===== src/include/upevr_pkg.sv =====
package upevr_pkg;
  localparam int unsigned CLK_HZ = 40_000_000;
  localparam logic [5:0] RISE_WR_IDX = 6'h0D;
  localparam logic [5:0] RISE_SET_IDX = 6'h0E;
  localparam logic [5:0] RISE_CLR_IDX = 6'h0F;
  localparam logic [5:0] FALL_WR_IDX = 6'h10;
  localparam logic [5:0] FALL_SET_IDX = 6'h11;
  localparam logic [5:0] FALL_CLR_IDX = 6'h12;
  localparam logic [5:0] LEVEL_IDX = 6'h13;
  localparam logic [5:0] LATCH_IDX = 6'h14;
  localparam logic [5:0] DEBUG_IDX = 6'h15;
  localparam logic [5:0] SCR_WR_IDX = 6'h16;
  localparam logic [5:0] SCR_SET_IDX = 6'h17;
  localparam logic [5:0] SCR_CLR_IDX = 6'h18;
  localparam int unsigned SRC_W = 5;
  localparam int unsigned BIT_DISC = 0;
  localparam int unsigned BIT_VBUS = 1;
  localparam int unsigned BIT_SESSV = 2;
  localparam int unsigned BIT_SESSE = 3;
  localparam int unsigned BIT_ID = 4;
  localparam logic [4:0] EDGE_EN_RST = 5'h1F;
  localparam logic [7:0] SCRATCH_RST = 8'h00;
  localparam logic [4:0] LATCH_RST = 5'h00;
  localparam logic [7:0] UNMAPPED_DATA = 8'h00;

  typedef struct packed {
    logic id_pin_grounded;
    logic session_end_level;
    logic session_valid_level;
    logic vbus_valid_level;
    logic host_disconnect_level;
  } upevr_src_t;

  typedef struct packed {
    logic       read;
    logic       write;
    logic [7:0] address;
    logic [31:0] writedata;
  } upevr_req_t;
endpackage


===== src/verilog/upevr_top.sv =====
`timescale 1ns/10ps
`default_nettype none
module upevr_top
  import upevr_pkg::*;
(
  input  wire logic               mclk,
  input  wire logic               resetn,
  input  wire logic               clk_en,
  input  wire upevr_pkg::upevr_req_t avs_req,
  output logic                    avs_waitrequest,
  output logic [31:0]             avs_readdata,
  output logic                    avs_readdatavalid,
  input  wire upevr_pkg::upevr_src_t src_pins,
  input  wire logic [1:0]         line_state_pins,
  input  wire logic               host_mode
);
  import upevr_pkg::*;

  upevr_src_t  src_s1_r;
  upevr_src_t  src_s2_r;
  upevr_src_t  src_prev_r;
  logic [1:0]  line_s1_r;
  logic [1:0]  line_s2_r;
  logic        host_s1_r;
  logic        host_s2_r;
  logic        prev_valid_r;
  logic [4:0]  rise_en_r;
  logic [4:0]  fall_en_r;
  logic [4:0]  latch_r;
  logic [7:0]  scratch_r;
  logic        ack_r;
  logic [5:0]  idx;
  logic        req_act;
  logic        do_wr;
  logic        do_rd;
  logic [4:0]  cur;
  logic [4:0]  prv;
  logic [4:0]  ev;
  logic [4:0]  host_mask;
  logic [4:0]  level_view;
  logic [7:0]  rd_mux;
  logic [7:0]  rise_nxt;
  logic [7:0]  fall_nxt;

  function automatic logic [7:0] wsc(input logic [7:0] old, input logic [7:0] d,
                                     input logic [1:0] op);
    case (op)
      2'h0: wsc = d;
      2'h1: wsc = old | d;
      2'h2: wsc = old & ~d;
      default: wsc = old;
    endcase
  endfunction

  // Byte address is four times the printed index; low address bits ignored
  assign idx     = avs_req.address[7:2];
  assign req_act = clk_en && (avs_req.read || avs_req.write) && !ack_r;
  assign do_wr   = req_act && avs_req.write;
  assign do_rd   = req_act && avs_req.read;

  // Full byte result first; the enable registers keep only their five live bits
  assign rise_nxt = wsc({3'h0, rise_en_r}, avs_req.writedata[7:0], 2'(idx - RISE_WR_IDX));
  assign fall_nxt = wsc({3'h0, fall_en_r}, avs_req.writedata[7:0], 2'(idx - FALL_WR_IDX));

  // Two-stage synchronisers on asynchronous comparator and line inputs
  always_ff @(posedge mclk)
  begin
    if (!resetn)
    begin
      src_s1_r  <= '0;
      src_s2_r  <= '0;
      line_s1_r <= 2'h0;
      line_s2_r <= 2'h0;
      host_s1_r <= 1'b0;
      host_s2_r <= 1'b0;
    end
    else if (clk_en)
    begin
      src_s1_r  <= src_pins;
      src_s2_r  <= src_s1_r;
      line_s1_r <= line_state_pins;
      line_s2_r <= line_s1_r;
      host_s1_r <= host_mode;
      host_s2_r <= host_s1_r;
    end
  end

  // First cycle after reset seeds the history with the synchronisers' reset zero; a pin high from reset shows as a rise edge
  always_ff @(posedge mclk)
  begin
    if (!resetn)
    begin
      src_prev_r   <= '0;
      prev_valid_r <= 1'b0;
    end
    else if (clk_en)
    begin
      src_prev_r   <= src_s2_r;
      prev_valid_r <= 1'b1;
    end
  end

  assign cur       = src_s2_r;
  assign prv       = src_prev_r;
  assign host_mask = {4'hF, host_s2_r};
  assign ev = prev_valid_r ? (host_mask & ((rise_en_r & cur & ~prv) |
                                           (fall_en_r & ~cur & prv))) : 5'h00;

  always_ff @(posedge mclk)
  begin
    if (!resetn)
      rise_en_r <= EDGE_EN_RST;
    else if (do_wr && idx >= RISE_WR_IDX && idx <= RISE_CLR_IDX)
      rise_en_r <= rise_nxt[4:0];
  end

  always_ff @(posedge mclk)
  begin
    if (!resetn)
      fall_en_r <= EDGE_EN_RST;
    else if (do_wr && idx >= FALL_WR_IDX && idx <= FALL_CLR_IDX)
      fall_en_r <= fall_nxt[4:0];
  end

  always_ff @(posedge mclk)
  begin
    if (!resetn)
      scratch_r <= SCRATCH_RST;
    else if (do_wr && idx >= SCR_WR_IDX && idx <= SCR_CLR_IDX)
      scratch_r <= wsc(scratch_r, avs_req.writedata[7:0],
                       2'(idx - SCR_WR_IDX));
  end

  // New events are ORed after the read clear so none is lost
  always_ff @(posedge mclk)
  begin
    if (!resetn)
      latch_r <= LATCH_RST;
    else if (clk_en)
    begin
      if (do_rd && idx == LATCH_IDX)
        latch_r <= ev;
      else
        latch_r <= latch_r | ev;
    end
  end

  // Masking keeps a both-edge VBUS or session end source from showing a stale level
  always_comb
  begin
    level_view = cur;
    level_view[BIT_VBUS]  = cur[BIT_VBUS]  & ~(rise_en_r[BIT_VBUS]  & fall_en_r[BIT_VBUS]);
    level_view[BIT_SESSE] = cur[BIT_SESSE] & ~(rise_en_r[BIT_SESSE] & fall_en_r[BIT_SESSE]);
  end

  always_comb
  begin
    rd_mux = UNMAPPED_DATA;
    if (idx >= RISE_WR_IDX && idx <= RISE_CLR_IDX)
      rd_mux = {3'h0, rise_en_r};
    else if (idx >= FALL_WR_IDX && idx <= FALL_CLR_IDX)
      rd_mux = {3'h0, fall_en_r};
    else if (idx == LEVEL_IDX)
      rd_mux = {3'h0, level_view};
    else if (idx == LATCH_IDX)
      rd_mux = {3'h0, latch_r};
    else if (idx == DEBUG_IDX)
      rd_mux = {6'h00, line_s2_r};
    else if (idx >= SCR_WR_IDX && idx <= SCR_CLR_IDX)
      rd_mux = scratch_r;
  end

  // One wait state: waitrequest drops for exactly one cycle per request
  always_ff @(posedge mclk)
  begin
    if (!resetn)
    begin
      ack_r             <= 1'b0;
      avs_waitrequest   <= 1'b1;
      avs_readdata      <= 32'h0000_0000;
      avs_readdatavalid <= 1'b0;
    end
    else if (clk_en)
    begin
      ack_r             <= req_act;
      avs_waitrequest   <= !req_act;
      avs_readdatavalid <= do_rd;
      if (do_rd)
        avs_readdata <= {24'h00_0000, rd_mux};
    end
  end
endmodule
`default_nettype wire


===== config.mk =====
export PLATFORM = sky130hd
export DESIGN_NAME = upevr_top
export DESIGN_NICKNAME = d
export VERILOG_FILES = /design/src/include/upevr_pkg.sv /design/src/verilog/upevr_top.sv
export SDC_FILE = /design/constraint.sdc
export NUM_CORES = 1
export LEC_CHECK = 0
export BUFFER_PORTS_ARGS = -buffer_cell sky130_fd_sc_hd__clkbuf_2
export CAP_MARGIN = 20
export CORE_ASPECT_RATIO = 1.75
export CORE_MARGIN = 5
export CORE_UTILIZATION = 30
export CTS_CLUSTER_SIZE = 24
export DETAILED_ROUTE_END_ITERATION = 16
export GPL_TIMING_DRIVEN = 0
export HOLD_SLACK_MARGIN = 0.1
export SETUP_SLACK_MARGIN = 0.5
export SYNTH_ARGS = -nofsm -noshare
export SYNTH_HDL_FRONTEND = slang
export SYNTH_SLANG_ARGS = --single-unit

===== constraint.sdc =====
create_clock -name mclk -period 2.49 [get_ports mclk]
set_input_delay 0.249 -clock mclk [delete_from_list [all_inputs] [get_ports mclk]]
set_output_delay 0.249 -clock mclk [all_outputs]
set_load 0.05 [all_outputs]

---- After elaboration in Yosys (flattened, before gate mapping) ----
Index checks and enable logic that the tools add are counted.
operators by class
  shift operators ......................... 0
  multiplexer cells ....................... 11
  eq/ne operators ......................... 9
  divide/modulo/power cells ............... 0
  $add $sub $neg .......................... 3
  reductions and logical operators ........ 27
  bitwise logic cells ..................... 22
  $mul .................................... 0
  $lt $le $gt $ge ......................... 6
operators by type and width
  kind                 number
  $mux 8               6
  $and 5x5->5          7
  $pmux 5 s3           2
  $pmux 8 s3           1
  $or 5x5->5           4
  $eq 6x5->1 const B   3
  $logic_and 1x1->1    14
  $ge 6x5->1 const B   2
  $le 6x5->1 const B   2
  $mux 5               2
  $not 5->5            2
  $reduce_bool 3->1    3
  $and 8x8->8          1
  $not 8->8            1
  $or 8x8->8           1
  $reduce_and 2->1     4
  $eq 2x1->1 const B   3
  $eq 2x2->1 const B   3
  $ge 6x4->1 const B   1
  $le 6x4->1 const B   1
  $logic_not 2->1      3
  $and 1x1->1          4
  $sub 2x1->2 const B  2
  $logic_not 1->1      2
  other kinds (3)      4
storage, ports and cells
  output and inout port bits .............. 34
  memories ................................ 0
  ROM bits ................................ 0
  logic and storage cells ................. 106
  RAM bits ................................ 0
  bits of input ports ..................... 53
  register bits after elaboration ......... 56
  bits in latches ......................... 0

---- Depth between registers and ports, before layout ----
Gate-level depths: netlist of run 1.
  word-level depth ........................ 8
  gate-level depth with buffers ........... 9
  depth with buffers taken out ............ 7

---- Worst setup path after synthesis of run 1 ----
No wires, ideal clock.
  kind .................................... input to register
  from .................................... in avs_req[35] (netlist name)
  to ...................................... reg scratch_r[5]
  library setup time ...................... 0.065 ns
  required time ........................... 2.425 ns
  data arrival time ....................... 1.576 ns
  cell stages on the path ................. 9
  path buffers ............................ 2
  path slack .............................. 0.849 ns
  cells stage by stage .................... inv_1 ha_1 buf_2 nor3b_1 o2111ai_2 buf_2 nor3_1 a21oi_1 nor2b_1
on the way
  cells in the longest elaborated chain, start to end .. 4
  elaborated cells on any way between the ends .. 11
  classes of those cells .................. 1 x add/sub; 2 x order compare; 2 x eq/ne; 1 x mux; 5 x reduce/logical
RTL lines
  what                                                           line                                source
  start, declared                                                upevr_top.sv:9                      input wire upevr_pkg::upevr_req_t avs_req,
  $ge 6x5->1 / $sub 2x2->2 (equally long branches)               upevr_top.sv:129, upevr_top.sv:131
  $logic_and 1x1->1 (tied with other cells)                      upevr_top.sv:129                    else if (do_wr && idx >= SCR_WR_IDX && idx <= SCR_CLR_IDX)
  $logic_and 1x1->1 / $reduce_bool 3->1 (equally long branches)  --
  $reduce_and 2->1 (no source line)                              --
  end signal, assigned                                           upevr_top.sv:130                    scratch_r <= wsc(scratch_r, avs_req.writedata[7:0],
  end, declared                                                  upevr_top.sv:30                     logic [7:0] scratch_r;
Several ways; a longest one is shown, not always the timed one.
A chain may end at the register's enable or synchronous reset.

---- Worst setup path in the final report of run 1 ----
  from .................................... in avs_req[34] (netlist name)
  to ...................................... reg latch_r[3]
on the way
  cells in the longest elaborated chain, start to end .. 3
RTL lines
  what                  line              source
  $eq 6x5->1            upevr_top.sv:141  if (do_rd && idx == LATCH_IDX)
  $logic_and 1x1->1     upevr_top.sv:141
  $mux 5                upevr_top.sv:141
  end signal, assigned  upevr_top.sv:142  latch_r <= ev;
  end signal, assigned  upevr_top.sv:144  latch_r <= latch_r | ev;
  end, declared         upevr_top.sv:29   logic [4:0] latch_r;
Every way passes these cells.

==> out/metrics.yaml, run 1 <==
crit_type: "in2reg"
diodes: 0
cts_tree: "built"
htree_levels: 2
die_h_um: 144
wirelength_um: 8280
r2r_start: "ack_r"
yosysTopAreaCell: "dfxtp_1"
fin_crit_sh: 0.750
synth_top_cell_area_share: 0.367
max_freq_ghz: 0.536
initial_core_util: 0.309
status: "finished, final reports clean"
powerDensity_mw_per_mm2: 549
worstHoldEndpoint: "src_s1_r[2]"
antenna_found_initial: 0
startpoint_type: "primary input"
final_hold_viol_count: 0
dp.final_hpwl_um: 6740
maxCapViolCount: 0
seqPwrFrac: 0.466
synth.area.top_cells: "dfxtp_1 (37%), nor2b_1 (7.0%), a21oi_1 (6.9%)"
area_growth_pct: 19.7
overflow: 0
hold_depth: 3
synthArstFlopShare: 0
final_common_cell: "dfxtp_1"
grt_pass1_vias: 2651
drt_pass1_iterations: 4
dieArea_mm2: 0.0124
ctsHoldBuffers: 0
clockPowerShare: 0.357
drt-wirelength-per-cell_um: 14.9
grt_pass1_wl_um: 13200
via_per_inst: 4.87
drive_gt1_frac: 0.190
pwr-share-comb: 0.177
hold_slack_ns: 0.215
end_kind: "register"
min_from: "src_pins[2]"
clk_pin_slew_worst_paths_ns: 0.06
rrSetupSlack_ns: 0.65
fin_nets: 490
ant_nets: 0
ys_seq_elements: 56
synth.cell_area_mm2: 0.00306
synth-main-ff-cell: "dfxtp_1"
root_buffer: "clkbuf_16"
crit_path_max_fanout: 7
clock_latency_ns: 0.30
vias: 2712
rsz0062_at_grt: "no"
ys_types: 43
drc: 0
timing.rr.end: "fall_en_r[3]"
crit_required_ns: 2.67
reg2regPathDepth: 5
p_sw_mw: 0.574
cts_buffers: 5
fin_skew_ns: 0.00587
num_io_pins: 87
max-slew-margin-rel: 0.513
swShare: 0.286
final_cell_mix: "dfxtp_1 (56), a21oi_1 (42), clkbuf_2 (35), nor2b_1 (34)"
critical_path_arrival_ns: 2.05
die_w_um: 86.3
layout_min_cycle_time_ns: 1.87
yosys_warnings: 0
p_int_mw: 1.44
gp_congestion: 0.913
core_area_mm2: 0.00991
synthCells: 365
peakVddDrop_uv: 335
gr-usage-all-layers: 0.136
cts_buffer_depth: 2
avgSynthCellArea_um2: 8.38
clock-sinks: 56
setup_viol: 0
total_leakage_power_nw: 1.54
rows: 48
grt_max_degree: 17
portBuffers: 35
synth_edf_count: 0
hold_path_class: "in2reg"
drv_slew: 0
drtIter0Drc: 116
tns_ns: 0
yosysSeqAreaShare: 0.367
worst_slew_pin_slew_ns: 0.730
nFillCells: 1073
[worst max-delay path, stage by stage]
cell and delay (ns):
clkbuf_2 0.16, inv_1 0.13, ha_1 0.22, inv_1 0.12, nor3_1 0.58, nand2_1 0.28
a32oi_1 0.23, nor2b_1 0.07
[layer usage]
layer / wire length, µm / part of all wire / track usage
met1: 2830 / 0.34 / 0.132
met2: 4750 / 0.57 / 0.265
met3: 412 / 0.050 / 0.0195
met4: 284 / 0.034 / 0.0755
met5: 0 / 0 / 0
[registers in the layout, indices dropped and copies added (netlist names)]
register	flops
latch_r	5
line_s1_r	2
line_s2_r	2
avs_readdatavalid	1
prv	5
scratch_r	8
host_s1_r	1
src_s1_r	5
prev_valid_r	1
avs_readdata	8
rise_en_r	5
ack_r	1
fall_en_r	5
avs_waitrequest	1
host_s2_r	1
cur	5
[cells in the mapped netlist, types with 5 or more instances]
| cell | n |
|---|---|
| dfxtp_1 | 56 |
| a21oi_1 | 42 |
| nor2b_1 | 34 |
| o21ai_0 | 25 |
| buf_4 | 24 |
| nand2_1 | 24 |
| mux2i_1 | 21 |
| nor3_1 | 16 |
| clkbuf_1 | 14 |
| inv_1 | 14 |
| nor2_1 | 10 |
| nand3b_1 | 7 |
| a21boi_0 | 6 |
| ha_1 | 6 |
| nand3_1 | 6 |
| o211ai_1 | 6 |
| or3_1 | 6 |
| a22oi_1 | 5 |
| buf_2 | 5 |
| xor2_1 | 5 |
[power by group through the flow]
stage | logic, mW | registers [mW] | clock network [mW]
after global placement | 0.348 | 0.957 | 0
after CTS | 0.353 | 0.937 | 0.738
after floorplan | 0.250 | 0.972 | 0
after detailed placement | 0.352 | 0.958 | 0
after global routing | 0.385 | 0.940 | 0.773
final | 0.356 | 0.937 | 0.718
[worst max-delay path by stage]
| stage | start | endpoint | slack, ns | depth (start not counted) |
|---|---|---|---|---|
| finish | avs_req[34] | latch_r[3] | 0.62 | 8 |
| global route | ack_r | fall_en_r[0] | 0.51 | 5 |
| CTS | avs_req[35] | scratch_r[5] | 0.53 | 10 |
| detailed placement | avs_req[35] | scratch_r[5] | 0.22 | 10 |
| global placement | avs_req[35] | rise_en_r[3] | 0.28 | 8 |
| floorplan | avs_req[35] | scratch_r[5] | 0.85 | 9 |
[layout make-up]
| type | count | area [µm²] | share of cell area |
|---|---|---|---|
| multi-input combinational | 275 | 1740 | 0.475 |
| sequential | 56 | 1120 | 0.306 |
| buffer | 43 | 258 | 0.0704 |
| timing repair buffer | 36 | 183 | 0.0499 |
| tap | 125 | 156 | 0.0427 |
| clock buffer | 7 | 143 | 0.0390 |
| inverter | 14 | 52.6 | 0.0144 |
| clock inverter | 1 | 7.51 | 0.00205 |
[repair_timing]
action / CTS / global route
setup buffers: 0 / 1
endpoints found under the setup margin: 0 / 10
resized for setup: 0 / 4
[kinds of logic (layout without fill, tap and decap cells)]
logic type      Yosys count  after routing  share of synthesized area
fa+ha+maj                 6              6                     0.0245
mux                      21             21                     0.0687
buf+inv                  57            101                      0.101
xor+xnor                  5              5                     0.0143
simple gates            115            115                      0.210
flops                    56             56                      0.367
other cells               1             24                    0.00123
compound gates          104            104                      0.213
[through the flow]
step,cells,cell area [µm²],utilization,total power [mW],setup slack [ns]
final,557,3660,0.369,2.01,0.623
after floorplan,388,3140,-,1.22,0.849
after global routing,557,3660,0.369,2.10,0.509
after detailed placement,548,3480,0.351,1.31,0.222
after global placement,548,3480,0.351,1.30,0.279
after CTS,556,3630,0.366,2.03,0.532
(Power assumes the default switching activity.)
==> run 2, diff against run 1 <==
- clock period: 2.49 -> 1.8 ns (I/O delays scaled with it)
==> run 2 against run 1 <==
Net effect: first-iteration DRC count increased by 41%; routed wire length increased by 9.8%; total power increased by 45%; clock skew increased by 0.00071 ns; sequential cell count unchanged; register-to-register slack got worse by 0.37 ns; sequential share of layout area decreased by 4.4 points; via count increased by 4.3%; setup slack got worse by 0.34 ns; combinational power increased by 73%; critical path type is now reg2reg; largest power group unchanged; highest routed layer unchanged.
==> out/metrics.yaml, run 2 (same netlist as run 1, synthesis figures left out) <==
status: "finished, final reports clean"  # unchanged
max_freq_ghz: 0.658
use_met3: 0.0224  # was 0.0195
drv_slew: 0  # unchanged
drc: 0  # unchanged
dp.final_hpwl_um: 7050  # was 6740 µm
ff_latch_area_mm2: 0.00112  # about the same
rows: 48  # unchanged
gp_congestion: 0.914  # was 0.913
num_io_pins: 87  # unchanged
via_per_inst: 4.89  # was 4.87
clk_pin_slew_worst_paths_ns: 0.07  # was 0.06 ns
crit_type: "reg2reg"  # was in2reg
multi_input_area_mm2: 0.00203  # was 0.00174 mm²
htree_levels: 2  # unchanged
final_common_cell: "dfxtp_1"  # unchanged
area_growth_pct: 40.0  # was 19.7%
grt_pass1_vias: 2767  # was 2651
cts_tree: "built"  # unchanged
cp.buffers_inverters: 3  # unchanged
wirelength_um: 9090  # was 8280 µm
root_buffer: "clkbuf_16"  # unchanged
drt-wirelength-per-cell_um: 15.7  # was 14.9 µm
hold_slack_ns: 0.140  # was 0.215 ns
drive_gt1_frac: 0.318  # was 0.190
maxCapViolCount: 0  # unchanged
portBuffers: 35  # unchanged
cts_buffer_depth: 2  # unchanged
critical_path_arrival_ns: 1.69  # was 2.05 ns
swShare: 0.297  # was 0.286
clock-sinks: 56  # unchanged
rsz0062_at_grt: "yes"  # was no
fin_skew_ns: 0.00658  # was 0.00587 ns
final_hold_viol_count: 0  # unchanged
ant_nets: 0  # unchanged
cts_buffers: 5  # unchanged
antenna_found_initial: 0  # unchanged
crit_required_ns: 1.97  # was 2.67 ns
diodes: 0  # unchanged
crit_chain: "buf_4 -> buf_6 -> nand3b_1 -> clkbuf_8 -> or3_1 -> o211ai_1 -> a21oi_1"  # was clkbuf_2 -> inv_1 -> ha_1 -> inv_1 -> nor3_1 -> nand2_1 -> a32oi_1 -> nor2b_1
gr-usage-all-layers: 0.144  # was 0.136
p_int_mw: 2.05  # was 1.44 mW
final_cell_mix: "dfxtp_1 (55), buf_4 (36), clkbuf_2 (35), a21oi_1 (34), nor2b_1 (33)"  # was dfxtp_1 (56), a21oi_1 (42), clkbuf_2 (35), nor2b_1 (34)
drtIter0Drc: 163  # was 116
setup_viol: 0  # unchanged
vias: 2828  # was 2712
fin_nets: 511  # was 490
initial_core_util: 0.309  # unchanged
use_met2: 0.266  # was 0.265
die_h_um: 144  # unchanged
critPathTopFamily: "simple AND/OR/NAND/NOR gates"  # unchanged
pwr-share-comb: 0.211  # was 0.177
drt_pass1_iterations: 4  # unchanged
grt_pass1_wl_um: 13900  # was 13200 µm
nFillCells: 975  # was 1073
power_mw: 2.92  # was 2.01 mW
top_regs: "avs_readdata (8), scratch_r (8)"  # unchanged
seqPwrFrac: 0.443  # was 0.466
layout_min_cycle_time_ns: 1.52
end_kind: "register"  # unchanged
hold_path_class: "in2reg"  # unchanged
powerDensity_mw_per_mm2: 683  # was 549 mW/mm²
met1_usage: 0.146  # was 0.132
cp_slowest_cell: "dfxtp_2"  # was nor3_1
crit_path_max_fanout: 7  # unchanged
core_area_mm2: 0.00991  # unchanged
die_w_um: 86.3  # unchanged
fin_crit_sh: 0.844
clockPowerShare: 0.346  # was 0.357
peakVddDrop_uv: 623  # was 335 µV
total_leakage_power_nw: 1.80  # was 1.54 nW
overflow: 0  # unchanged
p_sw_mw: 0.869  # was 0.574 mW
grt_max_degree: 17  # unchanged
ctsHoldBuffers: 0  # unchanged
grt_most_used_layer: "met2"  # unchanged
dieArea_mm2: 0.0124  # unchanged
max_stage_delay_ns: 0.33  # was 0.58 ns
max-slew-margin-rel: 0.532  # was 0.513
clock_latency_ns: 0.30  # about the same
worst_slew_pin_slew_ns: 0.703  # was 0.730 ns
startpoint_type: "register"  # was primary input
run 2: path summary, 6_finish.rpt:
path / startpoint / end / slack [ns] / cells past startpoint
worst max register to register: ack_r / avs_readdata[0] / 0.28 / 7
worst max-delay path: ack_r / avs_readdata[0] / 0.28 / 7
worst min-delay path: line_state_pins[1] / line_s1_r[1] / 0.14 / 3
worst min register to register: avs_readdata[7] / avs_readdata[7] / 0.46 / 2
run 2: cell type report:
class | instances | share of cell area
flip-flops and latches | 56 | 0.262
repair buffers | 57 | 0.0991
clock inverters | 1 | 0.00175
multi-input cells | 275 | 0.474
well taps | 125 | 0.0365
plain buffers | 43 | 0.0760
clock buffers | 7 | 0.0333
inverters | 14 | 0.0172
run 2: tightest hold or removal path: stages:
cell and delay (ns):
clkbuf_2 0.07, mux2i_1 0.05, nor2b_1 0.09
run 2: power by group through the flow:
stage / sequential, mW / clock, mW / combinational [mW]
3_5_place_dp: 1.32 / 0 / 0.529
3_3_place_gp: 1.32 / 0 / 0.525
6_report: 1.30 / 1.01 / 0.616
4_1_cts: 1.30 / 1.02 / 0.588
5_1_grt: 1.30 / 1.06 / 0.656
2_1_floorplan: 1.34 / 0 / 0.378
run 2: through the flow:
stage	cells	area [µm²]	setup TNS (ns)	setup WS [ns]	utilization
2_1_floorplan	388	3300	0	0.425	-
3_3_place_gp	548	3630	-1.68	-0.152	0.367
3_5_place_dp	548	3630	-1.65	-0.145	0.367
4_1_cts	571	4060	0	0.293	0.410
5_1_grt	578	4280	0	0.154	0.432
6_report	578	4280	0	0.281	0.432
run 2: what timing repair did:
item                       4_1_cts  5_1_grt
buffers inserted                15        7
gates resized for setup         36       33
pin swaps                        8       15
setup endpoints to repair       31       30
hold endpoints to repair         0        0
run 2: layer usage:
metal	up-vias	part of all wire	wire, µm
met2	92	0.53	4790
met3	27	0.054	491
met4	0	0.056	505
met1	1293	0.36	3300
li1	1416	-	-
met5	-	0	0
